[src/design/cem_pkg.sv]
// constants, register map and state types of the client encapsulation mux
// assumes one clock domain and a plain register port with one-cycle read data
package cem_pkg;
	// ==========================================================
	// structure
	localparam int NUM_PATHS = 4; // host paths in the n:1 structure
	localparam int LANES_PER_PATH = 1; // host lanes per host path
	localparam int LANE_W = 8; // identical per-lane data width
	localparam int NET_W = NUM_PATHS * LANE_W; // network slot word
	localparam int ADDR_W = 8;
	localparam int DATA_W = 32;
	// ==========================================================
	// register map (byte addresses)
	localparam logic [7:0] ADDR_CTRL = 8'h00; // path and network enables
	localparam logic [7:0] ADDR_TX_REPL = 8'h04; // tx replacement enables
	localparam logic [7:0] ADDR_RX_REPL = 8'h08; // rx replacement enables
	localparam logic [7:0] ADDR_SQUELCH = 8'h0c; // forced squelch, auto disable
	localparam logic [7:0] ADDR_STATUS = 8'h10; // read-only state
	// ==========================================================
	// field positions
	localparam int CTRL_NET_BIT = 4; // network path enable
	localparam int SQ_RX_LSB = 4; // rx forced squelch field
	localparam int SQ_ASQ_DIS_BIT = 8; // rx auto squelch disable
	localparam int ST_NET_BIT = 4; // network path initialized
	localparam int ST_OVI_LSB = 8; // rx output valid indicators
	localparam int ST_CAP_BIT = 12; // auto squelch disable capability
	// ==========================================================
	// reset values and fill patterns
	localparam logic [3:0] RST_ENABLES = 4'h0;
	localparam logic RST_FLAG = 1'b0;
	localparam logic [7:0] REPL_PATTERN = 8'h5a; // neutral replacement byte
	localparam logic [7:0] IDLE_BYTE = 8'h00; // squelched or stuffed slot
	localparam logic ASQ_DIS_CAPABLE = 1'b1;
	// ==========================================================
	// state types
	typedef enum logic {path_deactivated_state, path_initialized_state} cem_path_t;
	typedef enum logic {net_deactivated, net_initialized} cem_net_t;
endpackage

[src/design/cem_mux_ctrl.sv]
// client encapsulation mux: n host lanes mapped in fixed order into one
// network slot word, demapped on receive, with squelch and replacement.
// assumes host and network samples are synchronous to clk and that the
// host keeps one lane rate and lane order matching the structure.
`timescale 1ns/1ps
`default_nettype none
module cem_mux_ctrl
	import cem_pkg::*;
(
	input wire logic clk, // 20 mhz system clock
	input wire logic rst, // synchronous, active high
	input wire logic [cem_pkg::ADDR_W-1:0] reg_addr, // register address
	input wire logic [cem_pkg::DATA_W-1:0] reg_wdata, // write data
	input wire logic reg_we, // write strobe
	input wire logic reg_re, // read strobe
	output logic [cem_pkg::DATA_W-1:0] reg_rdata, // read data, next cycle
	input wire logic [cem_pkg::NET_W-1:0] tx_host_data, // host lanes in
	input wire logic [cem_pkg::NUM_PATHS-1:0] tx_host_valid, // host sample present
	output logic [cem_pkg::NET_W-1:0] tx_net_data, // network slot word
	output logic [cem_pkg::NUM_PATHS-1:0] tx_net_stuff, // slot carries no payload
	output logic [cem_pkg::NUM_PATHS-1:0] tx_net_squelch, // slot forcibly squelched
	input wire logic [cem_pkg::NET_W-1:0] rx_net_data, // received slot word
	input wire logic [cem_pkg::NUM_PATHS-1:0] rx_net_stuff, // received stuff marks
	input wire logic loss_of_network_signal, // media signal lost
	input wire logic [cem_pkg::NUM_PATHS-1:0] rx_host_fail, // digital rx path fail
	output logic [cem_pkg::NET_W-1:0] rx_host_data, // host lanes out
	output logic [cem_pkg::NUM_PATHS-1:0] rx_host_valid, // host sample present
	output logic [cem_pkg::NUM_PATHS-1:0] rx_output_valid_indicator, // lane output valid
	output logic [cem_pkg::NUM_PATHS-1:0] rx_host_squelch // lane output squelched
);
	import cem_pkg::*;

	// ==========================================================
	// control registers
	// every field is a level written whole by software; hardware never
	// clears one, so no set-against-clear race can arise
	logic [NUM_PATHS-1:0] path_en_reg; // host path init requests
	logic net_en_reg; // network path init request
	logic [NUM_PATHS-1:0] tx_repl_reg; // tx replacement enables
	logic [NUM_PATHS-1:0] rx_repl_reg; // rx replacement enables
	logic [NUM_PATHS-1:0] tx_force_reg; // tx forced squelch
	logic [NUM_PATHS-1:0] rx_force_reg; // rx forced squelch
	logic rx_auto_squelch_disable; // rx auto squelch off
	logic [DATA_W-1:0] rdata_reg; // read data holder
	cem_path_t path_state_reg [NUM_PATHS]; // one machine per host path
	cem_net_t net_state_reg; // network side state machine
	cem_net_t net_state_next;

	// address decode: exact byte match; a write to an unmapped address
	// simply matches nothing and is dropped without a response
	wire logic wr_ctrl = reg_we && (reg_addr == ADDR_CTRL);
	wire logic wr_txr = reg_we && (reg_addr == ADDR_TX_REPL);
	wire logic wr_rxr = reg_we && (reg_addr == ADDR_RX_REPL);
	wire logic wr_sq = reg_we && (reg_addr == ADDR_SQUELCH);
	wire logic rx_auto_squelch_disable_capability = ASQ_DIS_CAPABLE;
	wire logic net_up = (net_state_reg == net_initialized);
	// driven bit by bit from the generate loop, hence a net
	wire logic [NUM_PATHS-1:0] path_up; // per path initialized flags

	// ==========================================================
	// register writes
	// strobes may come back to back; each write replaces its whole field
	always_ff @(posedge clk) begin
		if (rst) begin
			path_en_reg <= RST_ENABLES;
			net_en_reg <= RST_FLAG;
			tx_repl_reg <= RST_ENABLES;
			rx_repl_reg <= RST_ENABLES;
			tx_force_reg <= RST_ENABLES;
			rx_force_reg <= RST_ENABLES;
			rx_auto_squelch_disable <= RST_FLAG;
		end else begin
			// network enable shares the ctrl word, so every path edit rewrites it from CTRL_NET_BIT
			if (wr_ctrl) begin
				path_en_reg <= reg_wdata[NUM_PATHS-1:0];
				net_en_reg <= reg_wdata[CTRL_NET_BIT];
			end
			// replacement enables only arm the selectors; network gates tx replacement, path gates rx replacement
			if (wr_txr) begin
				tx_repl_reg <= reg_wdata[NUM_PATHS-1:0];
			end
			if (wr_rxr) begin
				rx_repl_reg <= reg_wdata[NUM_PATHS-1:0];
			end
			// one word holds tx forced, rx forced and the auto squelch disable
			if (wr_sq) begin
				tx_force_reg <= reg_wdata[NUM_PATHS-1:0];
				rx_force_reg <= reg_wdata[SQ_RX_LSB +: NUM_PATHS];
				rx_auto_squelch_disable <= reg_wdata[SQ_ASQ_DIS_BIT];
			end
		end
	end

	// ==========================================================
	// read mux: unmapped addresses and idle cycles read zero
	// status fields are live views taken at the edge of the read strobe
	wire logic [DATA_W-1:0] status_word = {{(DATA_W-ST_CAP_BIT-1){1'b0}},
		rx_auto_squelch_disable_capability, {(ST_CAP_BIT-ST_OVI_LSB-NUM_PATHS){1'b0}},
		rx_output_valid_indicator, {(ST_OVI_LSB-ST_NET_BIT-1){1'b0}}, net_up, path_up};
	wire logic [DATA_W-1:0] rd_mux =
		(reg_addr == ADDR_CTRL) ? {{(DATA_W-CTRL_NET_BIT-1){1'b0}}, net_en_reg,
			path_en_reg} :
		(reg_addr == ADDR_TX_REPL) ? {{(DATA_W-NUM_PATHS){1'b0}}, tx_repl_reg} :
		(reg_addr == ADDR_RX_REPL) ? {{(DATA_W-NUM_PATHS){1'b0}}, rx_repl_reg} :
		(reg_addr == ADDR_SQUELCH) ? {{(DATA_W-SQ_ASQ_DIS_BIT-1){1'b0}},
			rx_auto_squelch_disable, rx_force_reg, tx_force_reg} :
		(reg_addr == ADDR_STATUS) ? status_word : '0;

	// read data stands only in the cycle after the strobe
	always_ff @(posedge clk) begin
		if (rst) begin
			rdata_reg <= '0;
		end else begin
			rdata_reg <= reg_re ? rd_mux : '0;
		end
	end
	assign reg_rdata = rdata_reg;

	// ==========================================================
	// network side state machine: follows its own enable only
	// no host input reaches this machine, which is what keeps the network
	// signal running through host path edits
	always_comb begin
		unique case (net_state_reg)
			net_deactivated: net_state_next = net_en_reg ? net_initialized : net_deactivated;
			net_initialized: net_state_next = net_en_reg ? net_initialized : net_deactivated;
		endcase
	end

	// host presence plays no part, so the network stays up without hosts
	always_ff @(posedge clk) begin
		if (rst) begin
			net_state_reg <= net_deactivated;
		end else begin
			net_state_reg <= net_state_next;
		end
	end

	// ==========================================================
	// per host path: state machine, tx mapping and rx demapping.
	// path i is named by its lowest host lane, i * LANES_PER_PATH.
	// every lane shares LANE_W and the clk slot rate, so one lane rate.
	// the slot rate is the clk rate; stuffing against a truly asynchronous
	// host clock would need a per-lane buffer, which this block leaves out.
	genvar i;
	generate
		for (i = 0; i < NUM_PATHS; i++) begin : g_path
			localparam int LO = i * LANE_W; // slot position, fixed order
			wire logic host_ok = path_up[i] && net_up && tx_host_valid[i];
			wire logic auto_sq = !rx_auto_squelch_disable
				&& (loss_of_network_signal || rx_host_fail[i]);
			wire logic rx_repl_on = rx_repl_reg[i] && path_up[i];
			wire logic rx_fwd_on = path_up[i] && net_up && !auto_sq;
			// tx select: forced, replacement, forward; no auto squelch here
			wire logic [LANE_W-1:0] tx_d_next = tx_force_reg[i] ? IDLE_BYTE :
				(tx_repl_reg[i] && net_up) ? REPL_PATTERN :
				host_ok ? tx_host_data[LO +: LANE_W] : IDLE_BYTE;
			wire logic tx_s_next = tx_force_reg[i] ||
				!((tx_repl_reg[i] && net_up) || host_ok);
			// rx select: forced, replacement, auto squelch, forward
			wire logic [LANE_W-1:0] rx_d_next = rx_force_reg[i] ? IDLE_BYTE :
				rx_repl_on ? REPL_PATTERN :
				rx_fwd_on ? rx_net_data[LO +: LANE_W] : IDLE_BYTE;
			wire logic rx_ovi_next = !rx_force_reg[i] && (rx_repl_on || rx_fwd_on);

			assign path_up[i] = (path_state_reg[i] == path_initialized_state);

			// no transient states: down or up, one cycle after the enable
			// two-state machine touching only this host segment
			always_ff @(posedge clk) begin
				if (rst) begin
					path_state_reg[i] <= path_deactivated_state;
				end else if (path_en_reg[i]) begin
					path_state_reg[i] <= path_initialized_state;
				end else begin
					path_state_reg[i] <= path_deactivated_state;
				end
			end

			// forced squelch also raises the stuff mark, so the slot reads empty
			// tx slot i holds lane i; no crossbar exists
			always_ff @(posedge clk) begin
				if (rst) begin
					tx_net_data[LO +: LANE_W] <= IDLE_BYTE;
					tx_net_stuff[i] <= 1'b1;
					tx_net_squelch[i] <= 1'b0;
				end else begin
					tx_net_data[LO +: LANE_W] <= tx_d_next;
					tx_net_stuff[i] <= tx_s_next;
					tx_net_squelch[i] <= tx_force_reg[i];
				end
			end

			// the squelch output is the plain inverse of the output valid indicator
			// rx lane i takes slot i; stuffed slots give no host sample
			always_ff @(posedge clk) begin
				if (rst) begin
					rx_host_data[LO +: LANE_W] <= IDLE_BYTE;
					rx_host_valid[i] <= 1'b0;
					rx_output_valid_indicator[i] <= 1'b0;
					rx_host_squelch[i] <= 1'b1;
				end else begin
					rx_host_data[LO +: LANE_W] <= rx_d_next;
					rx_host_valid[i] <= !rx_force_reg[i] && (rx_repl_on
						|| (rx_fwd_on && !rx_net_stuff[i]));
					rx_output_valid_indicator[i] <= rx_ovi_next;
					rx_host_squelch[i] <= !rx_ovi_next;
				end
			end
		end
	endgenerate
endmodule
`default_nettype wire

[config.mk]
export PLATFORM = sky130hd
export DESIGN_NAME = cem_mux_ctrl
export DESIGN_NICKNAME = d
export VERILOG_FILES = /design/src/design/cem_pkg.sv /design/src/design/cem_mux_ctrl.sv
export SDC_FILE = /design/constraint.sdc
export NUM_CORES = 1
export LEC_CHECK = 0
export BUFFER_PORTS_ARGS = -buffer_cell sky130_fd_sc_hd__clkbuf_2
export CORE_ASPECT_RATIO = 0.5
export CORE_UTILIZATION = 45
export DETAILED_ROUTE_END_ITERATION = 10
export PLACE_DENSITY = 0.88
export SLEW_MARGIN = 5
export SYNTH_ARGS = -nofsm -noshare
export SYNTH_HDL_FRONTEND = slang
export SYNTH_SLANG_ARGS = --single-unit
[constraint.sdc]
create_clock -name clk -period 1.5 [get_ports clk]
set_input_delay 0.15 -clock clk [delete_from_list [all_inputs] [get_ports clk]]
set_output_delay 0.15 -clock clk [all_outputs]
set_load 0.01 [all_outputs]
Word-level counts from Yosys, hierarchy flattened
Memory sizes are Yosys's and may differ from the RTL's.
Index checks and enable logic that the tools add are counted.
- bits in registers: 120
- RAM bits: 4
- bits of input ports: 121
- output and inout port bits: 116
- logic and storage cells: 229
- memories: 1
- eq/ne operators: 4
- mux-type cells: 56
- bitwise logic cells: 18
- reduce and logical (&&, ||, !) cells: 102
- memories (name ; words ; bits a word ; rd ports ; clocked after Yosys merged registers in ; wr ports ; line ; RTL):
    path_state_reg ; 4 ; 1 ; 4 ; 0 ; 4 ; cem_mux_ctrl.sv:45 ; cem_path_t path_state_reg [NUM_PATHS];
- operators by type and width (kind ; count):
    $mux W7 ; 16
    $logic_and A1 B1 Y1 ; 40
    $mux W1 ; 35
    $reduce_or A4 Y1 ; 8
    $logic_not A1 Y1 ; 21
    $logic_or A1 B1 Y1 ; 20
    $reduce_or A2 Y1 ; 9
    $eq A8 B4 Y1 const B ; 2
    $mux W5 ; 3
    $mux W13 ; 1
    $not A1 Y1 ; 10
    $mux W9 ; 1
    $eq A8 B3 Y1 const B ; 1
    $eq A8 B5 Y1 const B ; 1
    $logic_not A8 Y1 ; 1
    $or A1 B1 Y1 ; 8
    $reduce_or A7 Y1 ; 1
    $reduce_or A6 Y1 ; 1
    $reduce_or A5 Y1 ; 1

Longest topological paths before layout
Gate-level depths: netlist (run 1).
- depth after elaboration: 7
- depth in mapped cells: 5
- mapped depth without buffers: 4

Least setup slack after synthesis (run 1)
No wires, ideal clock.
- kind: input-to-reg
- from: input reg_addr[1] in the netlist's numbering
- to: register rdata_reg[3] (netlist: reg_rdata[3])
- setup time: 0.125 ns
- arrival time: 1.065 ns
- required time: 1.375 ns
- slack: 0.310 ns
- stages on the path: 5
- path buffers: 1
- path through: nor4_4 > buf_6 > nand2_4 > a2111oi_4 > nor3_1
- cells in the longest elaborated chain, start to end: 6
- elaborated cells between the ends (all ways): 10
- those cells by class: 4 x eq/ne; 5 x mux; 1 x reduce/logical
- RTL lines (what ; line ; RTL):
    start: declaration ; cem_mux_ctrl.sv:12 ; input wire logic [cem_pkg::ADDR_W-1:0] reg_addr,
    $eq A8 B5 Y1 ; cem_mux_ctrl.sv:107 ; (reg_addr == ADDR_STATUS) ? status_word : '0;
    $mux W13 ; cem_mux_ctrl.sv:107 ;
    $mux W9 ; cem_mux_ctrl.sv:105 ; (reg_addr == ADDR_SQUELCH) ? {{(DATA_W-SQ_ASQ_DIS_BIT-1){1'b0}},
    $mux W5 ; cem_mux_ctrl.sv:104 ; (reg_addr == ADDR_RX_REPL) ? {{(DATA_W-NUM_PATHS){1'b0}}, rx_repl_reg} :
    $mux W5 ; cem_mux_ctrl.sv:103 ; (reg_addr == ADDR_TX_REPL) ? {{(DATA_W-NUM_PATHS){1'b0}}, tx_repl_reg} :
    $mux W5 * ; cem_mux_ctrl.sv:101 ; (reg_addr == ADDR_CTRL) ? {{(DATA_W-CTRL_NET_BIT-1){1'b0}}, net_en_reg,
    end signal: assignment ; cem_mux_ctrl.sv:114 ; rdata_reg <= reg_re ? rd_mux : '0;
    end: declaration ; cem_mux_ctrl.sv:44 ; logic [DATA_W-1:0] rdata_reg;
Mark *: on every way between the ends. The rest lies on a longest branch, timed or not.
A chain may end at the register's enable or synchronous reset.

Worst setup path after layout (run 1)
- from: register rx_repl_reg[3]
- to: register rx_host_data[25] in the netlist's numbering
- cells in the longest elaborated chain, start to end: 2
- RTL lines (what ; line ; RTL):
    start: declaration ; cem_mux_ctrl.sv:40 ; logic [NUM_PATHS-1:0] rx_repl_reg;
    start signal: assignment ; cem_mux_ctrl.sv:83 ; rx_repl_reg <= reg_wdata[NUM_PATHS-1:0];
    $logic_and A1 B1 Y1 ; cem_mux_ctrl.sv:152 ; wire logic rx_repl_on = rx_repl_reg[i] && path_up[i];
    $mux W7 ; cem_mux_ctrl.sv:162 ; rx_repl_on ? REPL_PATTERN :
    end signal: indexed assignment ; cem_mux_ctrl.sv:203 ; rx_host_data[LO +: LANE_W] <= rx_d_next;
    end: declaration ; cem_mux_ctrl.sv:26 ; output logic [cem_pkg::NET_W-1:0] rx_host_data,
Every way passes these cells.

==> results of run 1 <==
-- kinds of logic (layout without fill, tap and decap cells) --
family,count (synthesis),count (layout),share of synthesized area [%]
flip-flops,124,124,56.53
multiplexers,25,25,5.609
other,2,23,0.1683
AO/OA/AOI/OAI,67,67,11.86
AND/OR/NAND/NOR,139,139,20.27
buffers and inverters,41,331,5.552
-- final cells by class --
cell class	count	area (um^2)
Sequential cell	124	2524
Clock inverter	11	117.6
Tap cell	135	168.9
Fill cell	559	2529
Multi-Input combinational cell	254	1804
Clock buffer	20	467.9
Timing Repair Buffer	292	1899
Inverter	8	30.03
-- path summary, 6_finish.rpt --
kind         slack (ns)                    startpoint          endpoint  cells after the start
max               -0.06                rx_repl_reg[3]  rx_host_data[25]                      5
min                0.06                  reg_wdata[4]   rx_force_reg[0]                      3
max reg2reg       -0.06                rx_repl_reg[3]  rx_host_data[25]                      5
min reg2reg        0.47  rx_output_valid_indicator[1]      reg_rdata[9]                      1
-- routing by layer --
layer / vias to the layer above / part of all wire, % / track usage (%)
met3: 116 / 9.7 / 7.789
met2: 383 / 49 / 50.49
met1: 2067 / 35 / 31.31
met4: 0 / 6.3 / 18.28
met5: - / 0 / 0
li1: 1913 / - / -
-- cells in the final DEF (no fill, tap or decap), types with 4 or more instances in the layout --
| master | count |
|---|---|
| sky130_fd_sc_hd__nand4_4 | 5 |
| sky130_fd_sc_hd__a21oi_1 | 7 |
| sky130_fd_sc_hd__clkinv_2 | 5 |
| sky130_fd_sc_hd__nor3_2 | 7 |
| sky130_fd_sc_hd__clkbuf_2 | 194 |
| sky130_fd_sc_hd__clkbuf_16 | 18 |
| sky130_fd_sc_hd__nor2_1 | 27 |
| sky130_fd_sc_hd__nand2_1 | 10 |
| sky130_fd_sc_hd__dfxtp_1 | 119 |
| sky130_fd_sc_hd__buf_4 | 25 |
| sky130_fd_sc_hd__edfxtp_1 | 4 |
| sky130_fd_sc_hd__and2_1 | 47 |
| sky130_fd_sc_hd__o21a_1 | 32 |
| sky130_fd_sc_hd__dlygate4sd3_1 | 72 |
| sky130_fd_sc_hd__nand2b_1 | 10 |
| sky130_fd_sc_hd__o211ai_1 | 5 |
| sky130_fd_sc_hd__inv_1 | 8 |
| sky130_fd_sc_hd__nor2b_1 | 14 |
| sky130_fd_sc_hd__mux2i_1 | 25 |
| sky130_fd_sc_hd__conb_1 | 23 |
-- timing repair --
item,in CTS,in global routing
setup endpoints to repair,4,47
pin swaps,0,5
gates resized for setup,1,9
buffers inserted,0,7
endpoints found under the hold margin,72,0
hold buffers,72,0
-- worst min-delay path: cells and delay by family --
| family | cells | cell delay [ns] |
|---|---|---|
| buf+inv | 1 | 0.10 |
| mux | 1 | 0.07 |
| simple gates | 1 | 0.10 |
-- stage by stage --
step                util, %  std cells
floorplan                 -        419
global placement      58.89        734
detailed placement    58.89        734
CTS                   72.63        837
global route          73.50        844
finish                73.50        844
-- power by group through the flow --
stage / sequential [mW] / clock [mW] / combinational, mW
4_1_cts: 3.32 / 4.04 / 0.437
3_5_place_dp: 3.39 / 0 / 0.284
6_report: 3.32 / 4.08 / 0.478
5_1_grt: 3.32 / 4.26 / 0.501
3_3_place_gp: 3.39 / 0 / 0.277
2_1_floorplan: 3.39 / 0 / 0.145
==> impl_metrics.env, run 1 <==
export IMPL_route_detailed_drc=0
export IMPL_postSynthCellCount=398
export IMPL_postSynth_asyncResetShare_pct=0
export IMPL_yosysWarnings=0
export IMPL_worstHoldPathType="input port to register"
export IMPL_detailedPlacementHpwl_um=8011
export IMPL_power_share_combinational_pct=6.1
export IMPL_final_area_um2=7012
export IMPL_dominantRegCellSynth="sky130_fd_sc_hd__dfxtp_1"
export IMPL_largest_area_contributor_in_the_netlist="sky130_fd_sc_hd__dfxtp_1"
export IMPL_route_vias_total=4479
export IMPL_pint_mw=6.143
export IMPL_power_switching_share_pct=22.09
export IMPL_run_status="complete, but fails checks"
export IMPL_setup_total_negative_slack_ns=-0.09800
export IMPL_first_global_vias=4300
export IMPL_endpoint_kind="register"
export IMPL_final_critical_path_setup_slack_ns=-0.05876
export IMPL_slew_limit_headroom_pct=64.54
export IMPL_yosys_top_cells_area="sky130_fd_sc_hd__dfxtp_1, sky130_fd_sc_hd__and2_1, sky130_fd_sc_hd__mux2i_1, sky130_fd_sc_hd__o21a_1, sky130_fd_sc_hd__buf_4"
export IMPL_grt_first_pass_wirelength_um=22060
export IMPL_max_cap_violations=0
export IMPL_drt_first_pass_iters=6
export IMPL_power_density_nw_per_um2=1124
export IMPL_tightestPinTransition_ns=0.5296
export IMPL_avgRoutedWirePerCell_um=19.09
export IMPL_synth_seq_area_share_pct=56.53
export IMPL_cpLargestDelayFamily="simple AND/OR/NAND/NOR gates"
export IMPL_floorplan_initialDensity_pct=46.77
export IMPL_nNetsFinal=818
export IMPL_worst_clock_skew_ns=0.01030
export IMPL_cp_slowest_cell="sky130_fd_sc_hd__dfxtp_1"
export IMPL_report_final_hold_viol_count=0
export IMPL_power_clock_fraction_pct=51.8
export IMPL_cts_buffer_depth=2
export IMPL_drtIter0Drc=534
export IMPL_final_min_clock_period_ns=1.559
export IMPL_count_of_antenna_violating_nets_left_after_detailed_routing=0
export IMPL_antenna_diode_count=0
export IMPL_synth_cell_types=44
export IMPL_synthesis_area_per_instance_um2=11.21
export IMPL_vdd_drop_max_mv=0.8697
export IMPL_grt_start_max_net_pins=24
export IMPL_yosysTopAreaCellShare_pct=53.84
export IMPL_sequentialPowerShare_pct=42.1
export IMPL_placement_cell_area_um2=5618
export IMPL_clkSinkCount=124
export IMPL_overall_power_mw=7.884
export IMPL_slew_violations=0
export IMPL_die_height_um=72.41
export IMPL_drive_above_1_share_pct=39.07
export IMPL_grtUsageTotal_pct=28.69
export IMPL_worstSetupPathType="register to register"
export IMPL_critical_path_peak_fanout=6
export IMPL_drt_vias_per_instance=5.307
export IMPL_clkLatencyLatePin_ns=0.41
export IMPL_port_buffers=194
export IMPL_floorplan_core_area_um2=9540
export IMPL_timing_critical_path_arrival_ns=1.91
export IMPL_cts_clk_slew_worst_paths_ns=0.06
export IMPL_routabilityCongestion=0.8701
export IMPL_grt_ovfl_total=0
export IMPL_tritoncts="done"
export IMPL_synthMostInstantiatedCell="sky130_fd_sc_hd__dfxtp_1"
export IMPL_synthTopCellsByCount="sky130_fd_sc_hd__dfxtp_1, sky130_fd_sc_hd__and2_1, sky130_fd_sc_hd__o21a_1"
export IMPL_edff_count_synth=4
export IMPL_highest_cell_delay_on_the_worst_timing_path_ns=0.43
export IMPL_setup_viol=2
export IMPL_die_area_um2=10340
export IMPL_dpl_worst_slack_ns=0.02642
export IMPL_synth_seq_cells=124
export IMPL_dieWidth_um=142.8
export IMPL_synthToLayoutAreaGrowth_pct=57.15
export IMPL_failed_checks="setup timing"
export IMPL_worstPathBufferInverterCount=1
export IMPL_netSwitchingPower_mw=1.742
export IMPL_power_leakage_nw=3.364
export IMPL_crit_chain="and2_1 > nand2b_1 > a21oi_4 > buf_4 > o21a_1"
export IMPL_htreeDepth=4
export IMPL_antenna_violations_before_repair=0
export IMPL_worstSetupStartpointType="register"
export IMPL_final_min_period_over_clock_period_pct=103.9
export IMPL_peak_clock_frequency_supported_by_timing_mhz=641.5
export IMPL_floorplan_rows=25
export IMPL_synth_area_um2=4462
export IMPL_hold_worst_slack_ns=0.06077
export IMPL_routed_wl_um=16110
export IMPL_numCtsBuffers=17
export IMPL_cts_root_buffer="sky130_fd_sc_hd__clkbuf_16"
export IMPL_required_ns=1.85
export IMPL_floorplan_io_pins=237
Note: power is estimated with default switching activity, not from simulation.
==> run 2, diff against run 1 <==
--- a/config.mk
+++ b/config.mk
@@ -5,11 +5,12 @@
 export SDC_FILE = /design/constraint.sdc
 export NUM_CORES = 1
 export LEC_CHECK = 0
+export ABC_CLOCK_PERIOD_IN_PS = 1500
 export BUFFER_PORTS_ARGS = -buffer_cell sky130_fd_sc_hd__clkbuf_2
 export CORE_ASPECT_RATIO = 0.5
 export CORE_UTILIZATION = 45
 export DETAILED_ROUTE_END_ITERATION = 10
-export PLACE_DENSITY = 0.88
+export PLACE_DENSITY = 0.8
 export SLEW_MARGIN = 5
 export SYNTH_ARGS = -nofsm -noshare
 export SYNTH_HDL_FRONTEND = slang
==> impl_metrics.env, run 2 (same netlist as run 1, synthesis figures left out) <==
export IMPL_clkLatencyLatePin_ns=0.41
export IMPL_slew_limit_headroom_pct=64.88
export IMPL_clkSinkCount=124
export IMPL_dieWidth_um=142.8
export IMPL_crit_chain="nor2b_2 > o211ai_1 > a21oi_4 > buf_4 > o21a_1"
export IMPL_slew_violations=0
export IMPL_htreeDepth=4
export IMPL_cts_buffer_depth=2
export IMPL_antenna_diode_count=0
export IMPL_cts_root_buffer="sky130_fd_sc_hd__clkbuf_16"
export IMPL_endpoint_kind="register"
export IMPL_r2r_cell_count=5
export IMPL_floorplan_rows=25
export IMPL_power_density_nw_per_um2=1134
export IMPL_cp_slowest_cell="sky130_fd_sc_hd__dfxtp_2"
export IMPL_drt_vias_per_instance=4.683
export IMPL_drtIter0Drc=178
export IMPL_peak_clock_frequency_supported_by_timing_mhz=700.4
export IMPL_grtUsageTotal_pct=24.05
export IMPL_final_critical_path_setup_slack_ns=0.07225
export IMPL_layout_fillers=648
export IMPL_numCtsBuffers=17
export IMPL_final_min_period_over_clock_period_pct=95.18
export IMPL_die_height_um=72.41
export IMPL_critical_path_peak_fanout=6
export IMPL_die_area_um2=10340
export IMPL_worst_clock_skew_ns=0.01258
export IMPL_drive_above_1_share_pct=38.61
export IMPL_floorplan_io_pins=237
export IMPL_run_status="finished clean"
export IMPL_hold_start="reg_wdata[3]"
export IMPL_numPlacedInstances=736
export IMPL_antenna_violations_before_repair=0
export IMPL_max_cap_violations=0
export IMPL_postLayoutCoreUtil_pct=73.42
export IMPL_drt_first_pass_iters=4
export IMPL_port_buffers=194
export IMPL_tritoncts="done"
export IMPL_nNetsFinal=815
export IMPL_most_common_cell_after_layout_fill_and_taps_aside="sky130_fd_sc_hd__clkbuf_2"
export IMPL_area_of_the_multi_input_gates_um2=1808
export IMPL_detailedPlacementHpwl_um=7879
export IMPL_timing_critical_path_arrival_ns=1.78
export IMPL_power_leakage_nw=3.368
export IMPL_hold_path_end="rx_repl_reg[3]"
export IMPL_timing_reg2reg_setup_slack_ns=0.07
export IMPL_cts_clk_slew_worst_paths_ns=0.06
export IMPL_grt_first_pass_wirelength_um=18670
export IMPL_synthToLayoutAreaGrowth_pct=56.98
export IMPL_grt_ovfl_total=0
export IMPL_tightestPinTransition_ns=0.5245
export IMPL_final_seq_area_um2=2524
export IMPL_vdd_drop_max_mv=0.9054
export IMPL_final_min_clock_period_ns=1.428
export IMPL_required_ns=1.85
export IMPL_worstHoldPathType="input port to register"
export IMPL_route_detailed_drc=0
export IMPL_floorplan_core_area_um2=9540
export IMPL_worstSetupPathType="register to register"
export IMPL_instances_no_fill=842
export IMPL_report_final_hold_viol_count=0
export IMPL_worstReg2RegEnd="rx_host_data[17]"
export IMPL_floorplan_initialDensity_pct=46.77
export IMPL_worstSetupStartpointType="register"
export IMPL_avgRoutedWirePerCell_um=14.46
export IMPL_routabilityCongestion=0.8795
export IMPL_dpl_worst_slack_ns=-0.03423
export IMPL_routed_wl_um=12180
export IMPL_first_global_vias=3832
export IMPL_commonest_cells_after_routing_fill_and_taps_aside="sky130_fd_sc_hd__clkbuf_2, sky130_fd_sc_hd__dfxtp_1, sky130_fd_sc_hd__dlygate4sd3_1, sky130_fd_sc_hd__and2_1, sky130_fd_sc_hd__o21a_1"
export IMPL_count_of_antenna_violating_nets_left_after_detailed_routing=0
export IMPL_grt_start_max_net_pins=17
export IMPL_placement_cell_area_um2=5620
export IMPL_critical_path_reg2reg_startpoint="net_state_reg"
export IMPL_setup_viol=0
export IMPL_final_area_um2=7004
export IMPL_holdPathStages=3
export IMPL_overall_power_mw=7.943
export IMPL_highest_cell_delay_on_the_worst_timing_path_ns=0.38
export IMPL_route_vias_total=3943
## run 2: per-layer routing
layer	GRT usage, %	part of all wire, %	routed length (um)
met3	5.941	6.4	782
met1	28.67	42	5174
met2	41.78	50	6110
met5	0	0	0
met4	10.63	0.90	109
## run 2: worst max path at each step
stage	start	end	slack (ns)	cells after the start
after floorplan	reg_addr[1]	reg_rdata[3]	0.31	5
after global placement	rst	tx_net_data[13]	-0.06	5
after detailed placement	rst	tx_net_data[13]	-0.03	5
after CTS	net_state_reg	rx_host_data[18]	0.008	5
after global routing	net_state_reg	rx_host_data[18]	-0.009	5
final	net_state_reg	rx_host_data[17]	0.07	5
## run 2: power breakdown
part | leakage (nW) | internal [mW] | switching (mW) | total (mW)
logic | 2.06 | 0.255 | 0.186 | 0.440
clock network | 0.299 | 2.67 | 1.51 | 4.18
registers | 1.01 | 3.32 | 0.00773 | 3.32
total | 3.37 | 6.24 | 1.70 | 7.94
## run 2: stage by stage
stage                     hold slack, ns  setup TNS (ns)
after floorplan                   0.2409               0
after global placement            0.3248         -0.2416
after detailed placement          0.3282         -0.1148
after CTS                        0.02686               0
after global routing             0.04917        -0.01166
final                            0.03259               0
## run 2: cell type report
type	count	share of cell area, %
flip-flops and latches	124	36.03
multi-input cells	254	25.81
clock inverters	13	2.340
repair buffers	289	26.65
inverters	8	0.4287
clock buffers	19	6.324
well taps	135	2.412
## run 2: worst max-delay path, delay by kind of cell, from the launching register on
family | cells | cell delay [ns]
AO/OA/AOI/OAI | 3 | 0.61
flip-flops | 1 | 0.38
AND/OR/NAND/NOR | 1 | 0.22
buffers and inverters | 1 | 0.16
## run 2: repair_timing
action / 4_1_cts / 5_1_grt
cloned: 0 / 0
buffers inserted: 0 / 1
pin swaps: 0 / 4
setup endpoints to repair: 4 / 47
gates resized for setup: 1 / 7
hold buffers: 73 / 0
hold endpoints to repair: 74 / 0
